### config.mk
export PLATFORM = sky130hd
export DESIGN_NAME = ssc_sram_sleep_ctrl
export DESIGN_NICKNAME = d
export VERILOG_FILES = /design/src/hw/ssc_pkg.sv /design/src/hw/ssc_sleep_if.sv /design/src/hw/ssc_sleep_seq.sv /design/src/hw/ssc_sram_sleep_ctrl.sv
export SDC_FILE = /design/constraint.sdc
export NUM_CORES = 1
export LEC_CHECK = 0
export ABC_AREA = 1
export BUFFER_PORTS_ARGS = -buffer_cell sky130_fd_sc_hd__buf_4
export CAP_MARGIN = 20
export CELL_PAD_IN_SITES_DETAIL_PLACEMENT = 0
export CELL_PAD_IN_SITES_GLOBAL_PLACEMENT = 1
export CORE_MARGIN = 2
export CORE_UTILIZATION = 37
export CTS_CLUSTER_SIZE = 28
export DETAILED_ROUTE_END_ITERATION = 12
export GPL_TIMING_DRIVEN = 0
export PLACE_DENSITY_LB_ADDON = 0.1
export SYNTH_ARGS = -nofsm -noshare
export SYNTH_HDL_FRONTEND = slang
export SYNTH_SLANG_ARGS = --single-unit
### constraint.sdc
create_clock -name i_clk_sys -period 1.9 [get_ports i_clk_sys]
set_input_delay 0 -clock i_clk_sys [delete_from_list [all_inputs] [get_ports i_clk_sys]]
set_output_delay 0 -clock i_clk_sys [all_outputs]
set_load 0.05 [all_outputs]
### src/hw/ssc_pkg.sv
// Purpose: shared constants and types for the sram sleep mode control block
// Assumes: one clock, synchronous active-high reset
// Notes: cycle figures are counted on the system clock
// Notes on behaviour
// - The sleep request pin is an asynchronous active-high input that sends the device to sleep.
// - The device goes to sleep on the fifth enabled edge after the sleep request pin rises and wakes on the third after it falls.
// - While asleep the device is deselected and starts no read or write.
// - Once asleep every input except the sleep request, clock enable and reset is ignored and data outputs float.
// - Inputs stop being sampled no earlier than two cycles after the request rises.
// - Inputs are sampled again only at least two cycles after the request falls.
// - A cycle is a write when write strobe is low with address advance low, a read when high.
// - A clock edge with the clock enable inactive changes no state and no address.
package ssc_pkg;
  localparam int SSC_SYNC_STAGES = 2;
  localparam int SSC_PDS_CYCLES = 2; // request high to inputs ignored, least
  localparam int SSC_PUS_CYCLES = 2; // request low to inputs sampled, least
  localparam logic [1:0] SSC_CNT_RESET = 2'h0;

  typedef enum logic [3:0] {
    SSC_AWAKE = 4'h1,
    SSC_ENTER = 4'h2,
    SSC_ASLEEP = 4'h4,
    SSC_EXIT = 4'h8
  } ssc_state_t;
endpackage

### src/hw/ssc_sleep_if.sv
// Purpose: carries sleep status from the sequencer to the access core
// Assumes: driven in the system clock domain
// Notes: sleep_mode is the power-down level, ignore_inputs also covers the exit delay
`timescale 1ns/1ps
`default_nettype none
interface ssc_sleep_if;
  logic sleep_mode;
  logic ignore_inputs;
  modport seq (output sleep_mode, output ignore_inputs);
  modport core (input sleep_mode, input ignore_inputs);
endinterface
`default_nettype wire

### src/hw/ssc_sleep_seq.sv
// Purpose: synchronises the sleep request and times entry and exit of sleep
// Assumes: i_clk_en high on every counted edge; request may change at any time
// Notes: a request that drops during the entry delay aborts the entry
`timescale 1ns/1ps
`default_nettype none
module ssc_sleep_seq (
  // clock and reset
  input wire logic i_clk_sys,
  input wire logic i_reset,
  input wire logic i_clk_en,
  // asynchronous request
  input wire logic i_sleep_request,
  // status to the core
  ssc_sleep_if.seq o_slp
);
  typedef struct packed {
    logic sync1;
    logic sync2;
    ssc_pkg::ssc_state_t state;
    logic [1:0] cnt;
  } ssc_seq_t;

  ssc_seq_t s_reg;
  ssc_seq_t s_next;

  // next state; sync1 feeds only sync2
  always_comb begin
    s_next = s_reg;
    s_next.sync1 = i_sleep_request;
    s_next.sync2 = s_reg.sync1;
    unique case (s_reg.state)
      ssc_pkg::SSC_AWAKE: begin
        if (s_reg.sync2) begin
          s_next.state = ssc_pkg::SSC_ENTER;
          s_next.cnt = ssc_pkg::SSC_CNT_RESET;
        end
      end
      ssc_pkg::SSC_ENTER: begin
        if (!s_reg.sync2) begin
          s_next.state = ssc_pkg::SSC_AWAKE;
        end else if (s_reg.cnt == 2'(ssc_pkg::SSC_PDS_CYCLES - 1)) begin
          s_next.state = ssc_pkg::SSC_ASLEEP;
        end else begin
          s_next.cnt = s_reg.cnt + 2'h1;
        end
      end
      ssc_pkg::SSC_ASLEEP: begin
        if (!s_reg.sync2) begin
          s_next.state = ssc_pkg::SSC_EXIT;
          s_next.cnt = ssc_pkg::SSC_CNT_RESET;
        end
      end
      ssc_pkg::SSC_EXIT: begin
        // hold off sampling during exit delay
        if (s_reg.sync2) begin
          s_next.state = ssc_pkg::SSC_ASLEEP;
        end else if (s_reg.cnt == 2'(ssc_pkg::SSC_PUS_CYCLES - 1)) begin
          s_next.state = ssc_pkg::SSC_AWAKE;
        end else begin
          s_next.cnt = s_reg.cnt + 2'h1;
        end
      end
    endcase
  end

  // register; frozen while enable is low
  always_ff @(posedge i_clk_sys) begin
    if (i_reset) begin
      s_reg <= '{sync1: 1'b0, sync2: 1'b0, state: ssc_pkg::SSC_AWAKE,
                 cnt: ssc_pkg::SSC_CNT_RESET};
    end else if (i_clk_en) begin
      s_reg <= s_next;
    end
  end

  // status out; exit delay still ignores inputs
  assign o_slp.sleep_mode = (s_reg.state == ssc_pkg::SSC_ASLEEP);
  assign o_slp.ignore_inputs = (s_reg.state == ssc_pkg::SSC_ASLEEP) ||
                               (s_reg.state == ssc_pkg::SSC_EXIT);
endmodule // ssc_sleep_seq
`default_nettype wire

### src/hw/ssc_sram_sleep_ctrl.sv
// Purpose: cycle qualification and data output control with sleep handling
// Assumes: synchronous pins sampled on i_clk_sys; i_clk_en is the inverse of the ignore-edge pin
// Notes: the array itself sits outside; this block flags accesses and drives read data
`timescale 1ns/1ps
`default_nettype none
module ssc_sram_sleep_ctrl #(
  parameter int ADDR_W = 18,
  parameter int DATA_W = 36
) (
  // clock, reset, enable
  input wire logic i_clk_sys,
  input wire logic i_reset,
  input wire logic i_clk_en,
  // asynchronous pins
  input wire logic i_sleep_request,
  input wire logic i_oe_n,
  // synchronous control
  input wire logic i_cs1_n,
  input wire logic i_cs2,
  input wire logic i_cs2_n,
  input wire logic i_address_advance,
  input wire logic i_we_n,
  input wire logic [ADDR_W-1:0] i_addr,
  // array side
  input wire logic [DATA_W-1:0] i_array_rdata,
  // access flags
  output logic o_read_start,
  output logic o_write_start,
  output logic o_burst_continue,
  output logic [ADDR_W-1:0] o_addr,
  // data pins
  output logic [DATA_W-1:0] o_dq,
  output logic o_dq_oe,
  output logic o_sleep_mode
);
  typedef struct packed {
    logic selected;
    logic reading;
    logic rd_start;
    logic wr_start;
    logic cont;
    logic [ADDR_W-1:0] addr;
    logic [DATA_W-1:0] dq;
  } ssc_core_t;

  ssc_sleep_if slp ();
  ssc_core_t c_reg;
  ssc_core_t c_next;
  logic chip_sel;

  ssc_sleep_seq u_seq (
    .i_clk_sys(i_clk_sys),
    .i_reset(i_reset),
    .i_clk_en(i_clk_en),
    .i_sleep_request(i_sleep_request),
    .o_slp(slp.seq)
  );

  // chip selects count only at edges where address advance is low
  assign chip_sel = !i_cs1_n && i_cs2 && !i_cs2_n;

  // qualify the cycle presented at this edge
  always_comb begin
    c_next = c_reg;
    c_next.rd_start = 1'b0;
    c_next.wr_start = 1'b0;
    c_next.cont = 1'b0;
    if (slp.ignore_inputs) begin
      // pins are not looked at while asleep
      c_next.selected = 1'b0;
      c_next.reading = 1'b0;
    end else if (!i_address_advance) begin
      // strobe level at advance low picks the cycle kind
      c_next.selected = chip_sel;
      c_next.reading = chip_sel && i_we_n;
      c_next.rd_start = chip_sel && i_we_n;
      c_next.wr_start = chip_sel && !i_we_n;
      if (chip_sel) begin
        c_next.addr = i_addr;
      end
    end else begin
      // continue a burst only from a selected cycle
      c_next.cont = c_reg.selected;
    end
    // read data is pipelined one edge behind the start
    if (c_reg.reading && !slp.ignore_inputs) begin
      c_next.dq = i_array_rdata;
    end
  end

  // a disabled edge leaves state and address alone
  always_ff @(posedge i_clk_sys) begin
    if (i_reset) begin
      c_reg <= '0;
    end else if (i_clk_en) begin
      c_reg <= c_next;
    end
  end

  assign o_read_start = c_reg.rd_start;
  assign o_write_start = c_reg.wr_start;
  assign o_burst_continue = c_reg.cont;
  assign o_addr = c_reg.addr;
  assign o_dq = c_reg.dq;
  assign o_sleep_mode = slp.sleep_mode;
  // outputs float in sleep; output enable pin is asynchronous
  assign o_dq_oe = c_reg.reading && !i_oe_n && !slp.ignore_inputs;
endmodule // ssc_sram_sleep_ctrl
`default_nettype wire

; Word level (Yosys, flattened, before mapping)
; Cells that the tools add are included.
[totals]
word_cells = 60
regBits = 67
inputBits = 64
out_inout_bits = 59
[op_classes]
mux = 16
n_reduce_logical = 18
eq_ne = 12
bitwise = 2
addsub = 1
[op_table]
columns = op, count
row1 = $mux 18, 2
row2 = $pmux 6 s4, 1
row3 = $mux 21, 1
row4 = $mux 4, 5
row5 = $mux 6, 2
row6 = $reduce_and 5->1, 2
row7 = $mux 2, 4
row8 = $logic_and 1x1->1, 7
row9 = $ne 2x1->1 const B, 3
row10 = $logic_not 1->1, 5
row11 = $eq 4x1->1 const B, 1
row12 = $eq 4x2->1 const B, 1
row13 = $eq 4x3->1 const B, 1
row14 = $eq 4x4->1 const B, 1
row15 = $ne 2x2->1 const B, 2
row16 = $reduce_and 2->1, 2
row17 = $reduce_and 4->1, 1
row18 = $ne 3x1->1 const B, 1
row19 = $ne 3x3->1 const B, 1
row20 = $add 2x1->2 const B, 1
row21 = $eq 2x1->1 const B, 1
row22 = $not 1->1, 2
row23 = $logic_or 1x1->1, 1
row24 = $mux 1, 1

; Depth between registers and ports, before layout
[depth]
word_depth = 6
mapped_depth = 11

; By module
; A second synthesis with hierarchy kept.
[unflattened]
cells_unflattened = 480
hier_area_um2 = 3422.0
[by_module_without_submodules]
columns = mod, area_each_um2, cells_per_inst, n_inst
row1 = ssc_sram_sleep_ctrl, 2892.8, 396, 1
row2 = ssc_sleep_seq, 529.3, 84, 1

; Worst setup path after synthesis
; Ideal clock, no wire load.
[synth_path]
kind = flip-flop to output port
from = register u_seq.s_reg[2] (netlist name)
to = output port o_dq_oe
required_ns = 1.900
path_stages_with_launch = 8
arrival_time_ns = 1.547
slack_ns = 0.353
cell_sequence = dfxtp_1 > nor2_2 > nand2_2 > nand2_2 > inv_2 > buf_2 > nand2_1 > nor2_1
[synth_via]
elab_chain_cells = 4
elab_cells_between_ends = 5
classes_between = 2 x eq/ne / 3 x reduce/logical
[synth_rtl]
columns = element, line_no
row1 = from (decl), ssc_sleep_seq.sv:23  ; ssc_seq_t s_reg;
row2 = from (signal assigned), ssc_sleep_seq.sv:69  ; s_reg <= '{sync1: 1'b0, sync2: 1'b0, state: ssc_pkg::SSC_AWAKE,
row3 = from (signal assigned), ssc_sleep_seq.sv:72  ; s_reg <= s_next;
row4 = $eq 4x3->1 or $eq 4x4->1 (tied branches), "ssc_sleep_seq.sv:78, ssc_sleep_seq.sv:79"
row5 = $logic_or 1x1->1 *, ssc_sleep_seq.sv:78  ; assign o_slp.ignore_inputs = (s_reg.state == ssc_pkg::SSC_ASLEEP) ||
row6 = $logic_not 1->1 *, ssc_sram_sleep_ctrl.sv:107  ; assign o_dq_oe = c_reg.reading && !i_oe_n && !slp.ignore_inputs;
row7 = $logic_and 1x1->1 *, ssc_sram_sleep_ctrl.sv:107
row8 = to (decl), ssc_sram_sleep_ctrl.sv:33  ; output logic o_dq_oe,
; Every way passes the cells marked *; elsewhere a longest branch is shown, timed or not.

; Worst setup path in the final report
[layout_path]
from = register u_seq.s_reg[2] (netlist name)
to = register c_reg (netlist bit o_dq[33])
[layout_via]
elab_chain_cells = 5
elab_cells_between_ends = 6
classes_between = 2 x eq/ne / 4 x reduce/logical
[layout_rtl]
columns = element, line_no
row1 = $eq 4x3->1 or $eq 4x4->1 (tied branches), "ssc_sleep_seq.sv:78, ssc_sleep_seq.sv:79"
row2 = $logic_or 1x1->1 *, ssc_sleep_seq.sv:78
row3 = $logic_not 1->1 *, ssc_sram_sleep_ctrl.sv:86  ; if (c_reg.reading && !slp.ignore_inputs) begin
row4 = $logic_and 1x1->1 *, ssc_sram_sleep_ctrl.sv:86
row5 = $reduce_and 2->1 (no line) *, --
row6 = to (signal assigned), ssc_sram_sleep_ctrl.sv:96  ; c_reg <= c_next;
row7 = to (decl), ssc_sram_sleep_ctrl.sv:47  ; ssc_core_t c_reg;
; Marked as above.
; A chain may end at the register's enable or synchronous reset.

==> impl_summary.txt <==
----------------------------------------------------
[Status]
  Outcome ... finished clean

[Power and ir drop]
  Power per Cell Area ... 691.7 nW/um^2
  Total power after layout ... 3.441 mW
  Reported leakage power ... 2.240 nW
  Peak supply drop ... 418.7 uV

[Yosys]
  Synth Instances ... 398
  Syn Nets ... 463
  Flip-flop and latch count after synthesis ... 67
  Synth Area per Inst ... 7.815 um^2
  Share of flip-flops with an asynchronous set or reset ... 0%
  Number of enable-type register cells in the synthesized netlist ... 0
  Yosys Warn Count ... 0
  Prevailing post-synth register cell ... sky130_fd_sc_hd__dfxtp_1
  Sequential share of the synthesized area ... 43.12%
  Cell area after synthesis ... 3110 um^2
  Netlist cell types ... 25

[Job]
  Count of max-cap constraint violations ... 0

[Route]
  DR vias ... 3,127
  DRC violations left ... 0
  Number of search-and-repair iterations in the first detailed-routing pass ... 4
  Via density per instance ... 4.486
  DRT antenna net count ... 0
  Iter 0 DRT Violations ... 103
  Drt total wl ... 8.416 mm
  Post-detailed-route wirelength per cell ... 12.07 um

[Timing]
  Fin crit share ... 91.94%
  Fin. Hold Viols ... 0
  Fin crit period ... 1.747 ns
  Worst hold slack ... 0.05469 ns
  Max-slew violation total from the final report ... 0
  Unrepaired setup endpoints after global routing ... false
  Slew at the pin closest to its max-slew limit ... 0.5719 ns
  Fmax ... 0.5725 GHz
  Rel. slew slack ... 61.87%
  Layout Skew ... 0.008686 ns
  Final setup violation count ... 0
  Setup TNS ... 0 ns

[Placement]
  Detail Placement HPWL ... 5.654 mm
  Placer congestion estimate ... 0.7271
  Port Buf Inserts ... 120

[GRT]
  Via count of the first global-routing pass ... 2,945
  Largest net degree at the start of global routing ... 13
  Remaining Overflow, GRT ... 0
  Initial antenna violation count ... 0
  Overall track demand over capacity in global routing ... 18.66%
  First-pass GRT wire length ... 13.35 mm

[Critical path]
  CP Class ... reg -> reg
  Element type at the critical path start ... flip-flop
  CP max FO ... 10
  Crit path required time ... 2.12 ns
  WP data arrival ... 1.97 ns
  Crit end category ... flip-flop

[Clock network]
  Cell at the root of the clock tree ... sky130_fd_sc_hd__clkbuf_8
  TritonCTS clock tree ... yes
  Maximum buffer depth of the clock tree ... 2
  Clock-pin slew of the registers on the worst-case setup and hold paths ... 0.07 ns
  H-tree Lvls ... 3
  Number of buffers created by CTS ... 9
  Setup repair bufs after CTS ... 0
  Count of clock tree sinks ... 67
  Clock insertion delay at the later pin of the skew report ... 0.34 ns

[Cells and area]
  Area Overhead vs Synth ... 59.94%
  Max FFs per register ... 36
  Number of fillers in the final layout ... 757
  Antenna diode count ... 0
  Share of layout cells above drive strength 1 ... 36.99%
  Final #Nets ... 652

[Floorplan]
  Chip width ... 95.69 um
  Number of top-level design ports ... 123
  Vertical die dimension ... 95.69 um
  Area of the die ... 9157 um^2
  Number of cell rows ... 33
  Std-Cell Core Area ... 8175 um^2
  Initial Utilization ... 38.05%

[Worst hold path]
  Min-Delay Path Class ... in -> reg

----------------------------------------------------
-- critical path: stages, from the launching register on --
cell	delay (ns)
sky130_fd_sc_hd__dfxtp_1	0.35
sky130_fd_sc_hd__nor2_2	0.17
sky130_fd_sc_hd__nand3_1	0.12
sky130_fd_sc_hd__nand2_2	0.11
sky130_fd_sc_hd__inv_4	0.06
sky130_fd_sc_hd__buf_6	0.14
sky130_fd_sc_hd__nand4_1	0.07
sky130_fd_sc_hd__a21oi_1	0.06
sky130_fd_sc_hd__dlygate4sd3_1	0.56
-- per-stage QoR --
step	util (%)	cell area, um^2	std cells	setup slack [ns]
CTS	60.71	4964	697	0.08879
detailed placement	50.67	4143	623	0.4034
global placement	50.67	4143	623	0.4148
finish	60.85	4975	697	0.1531
floorplan	-	3110	398	0.3531
global route	60.85	4975	697	0.007131
-- synth_stat cells, types with 2 or more instances --
| library cell | number | area, um^2 |
|---|---|---|
| sky130_fd_sc_hd__nand2_1 | 62 | 232.7 |
| sky130_fd_sc_hd__inv_4 | 2 | 12.51 |
| sky130_fd_sc_hd__buf_2 | 3 | 15.01 |
| sky130_fd_sc_hd__o21ai_0 | 21 | 105.1 |
| sky130_fd_sc_hd__nand2_2 | 4 | 25.02 |
| sky130_fd_sc_hd__a21oi_2 | 3 | 26.28 |
| sky130_fd_sc_hd__buf_6 | 3 | 33.78 |
| sky130_fd_sc_hd__dfxtp_1 | 67 | 1341 |
| sky130_fd_sc_hd__inv_1 | 9 | 33.78 |
| sky130_fd_sc_hd__nand3_1 | 5 | 25.02 |
| sky130_fd_sc_hd__buf_4 | 60 | 450.4 |
| sky130_fd_sc_hd__clkbuf_1 | 12 | 45.04 |
| sky130_fd_sc_hd__nand4_1 | 40 | 250.2 |
| sky130_fd_sc_hd__nor2_1 | 54 | 202.7 |
| sky130_fd_sc_hd__a21oi_1 | 43 | 215.2 |
-- layer usage --
metal | up-vias | track usage [%] | part of all wire [%]
met5 | - | 0 | 0
met4 | 0 | 5.714 | 1.2
met3 | 10 | 4.464 | 5.1
met2 | 75 | 31.59 | 49
met1 | 1387 | 23.51 | 45
li1 | 1655 | - | -
-- path summary, 6_finish.rpt --
check	startpoint	to	slack, ns	depth (start not counted)
max	u_seq.s_reg[2]	o_dq[33]	0.15	8
min	i_clk_en	u_seq.s_reg[6]	0.05	3
max reg2reg	u_seq.s_reg[2]	o_dq[33]	0.15	8
min reg2reg	o_dq[10]	o_dq[10]	0.46	2
-- cell type report --
cell class | instances | area [um^2] | share of cell area [%]
buffer | 81 | 569.3 | 11.44
clock buffer | 9 | 123.9 | 2.490
clock inverter | 7 | 116.4 | 2.339
inverter | 12 | 52.55 | 1.056
multi-input combinational | 238 | 1159 | 23.29
sequential | 67 | 1341 | 26.96
tap | 105 | 131.4 | 2.641
timing repair buffer | 178 | 1481 | 29.78
-- cells by family after synthesis --
group                      count (synthesis)  share of synthesized area [%]
AOI/OAI and AO/OA                         67                          11.14
adders and majority gates                  1                         0.4022
buffers and inverters                     93                          19.87
DFF                                       67                          43.12
and+or+nand+nor                          170                          25.46
-- power by group --
part	switching (mW)	internal, mW
Sequential	0.0261	1.44
Combinational	0.278	0.270
Clock	0.556	0.869
-- placed cells by master, fill, tap and decap left out, types with 11 or more instances in the layout --
cell type and count:
sky130_fd_sc_hd__clkbuf_1 11, sky130_fd_sc_hd__dlygate4sd3_1 58, sky130_fd_sc_hd__nand2_1 62, sky130_fd_sc_hd__dfxtp_1 67, sky130_fd_sc_hd__o21ai_0 21, sky130_fd_sc_hd__a21oi_1 43, sky130_fd_sc_hd__nor2_1 54, sky130_fd_sc_hd__nand4_1 40
sky130_fd_sc_hd__buf_4 180
-- repair_timing --
action | 4_1_cts | 5_1_grt
hold buffers | 58 | 0
gates resized for setup | 0 | 4
endpoints found under the setup margin | 0 | 1
hold endpoints to repair | 59 | 0
Power figures use the tool's default switching activity.
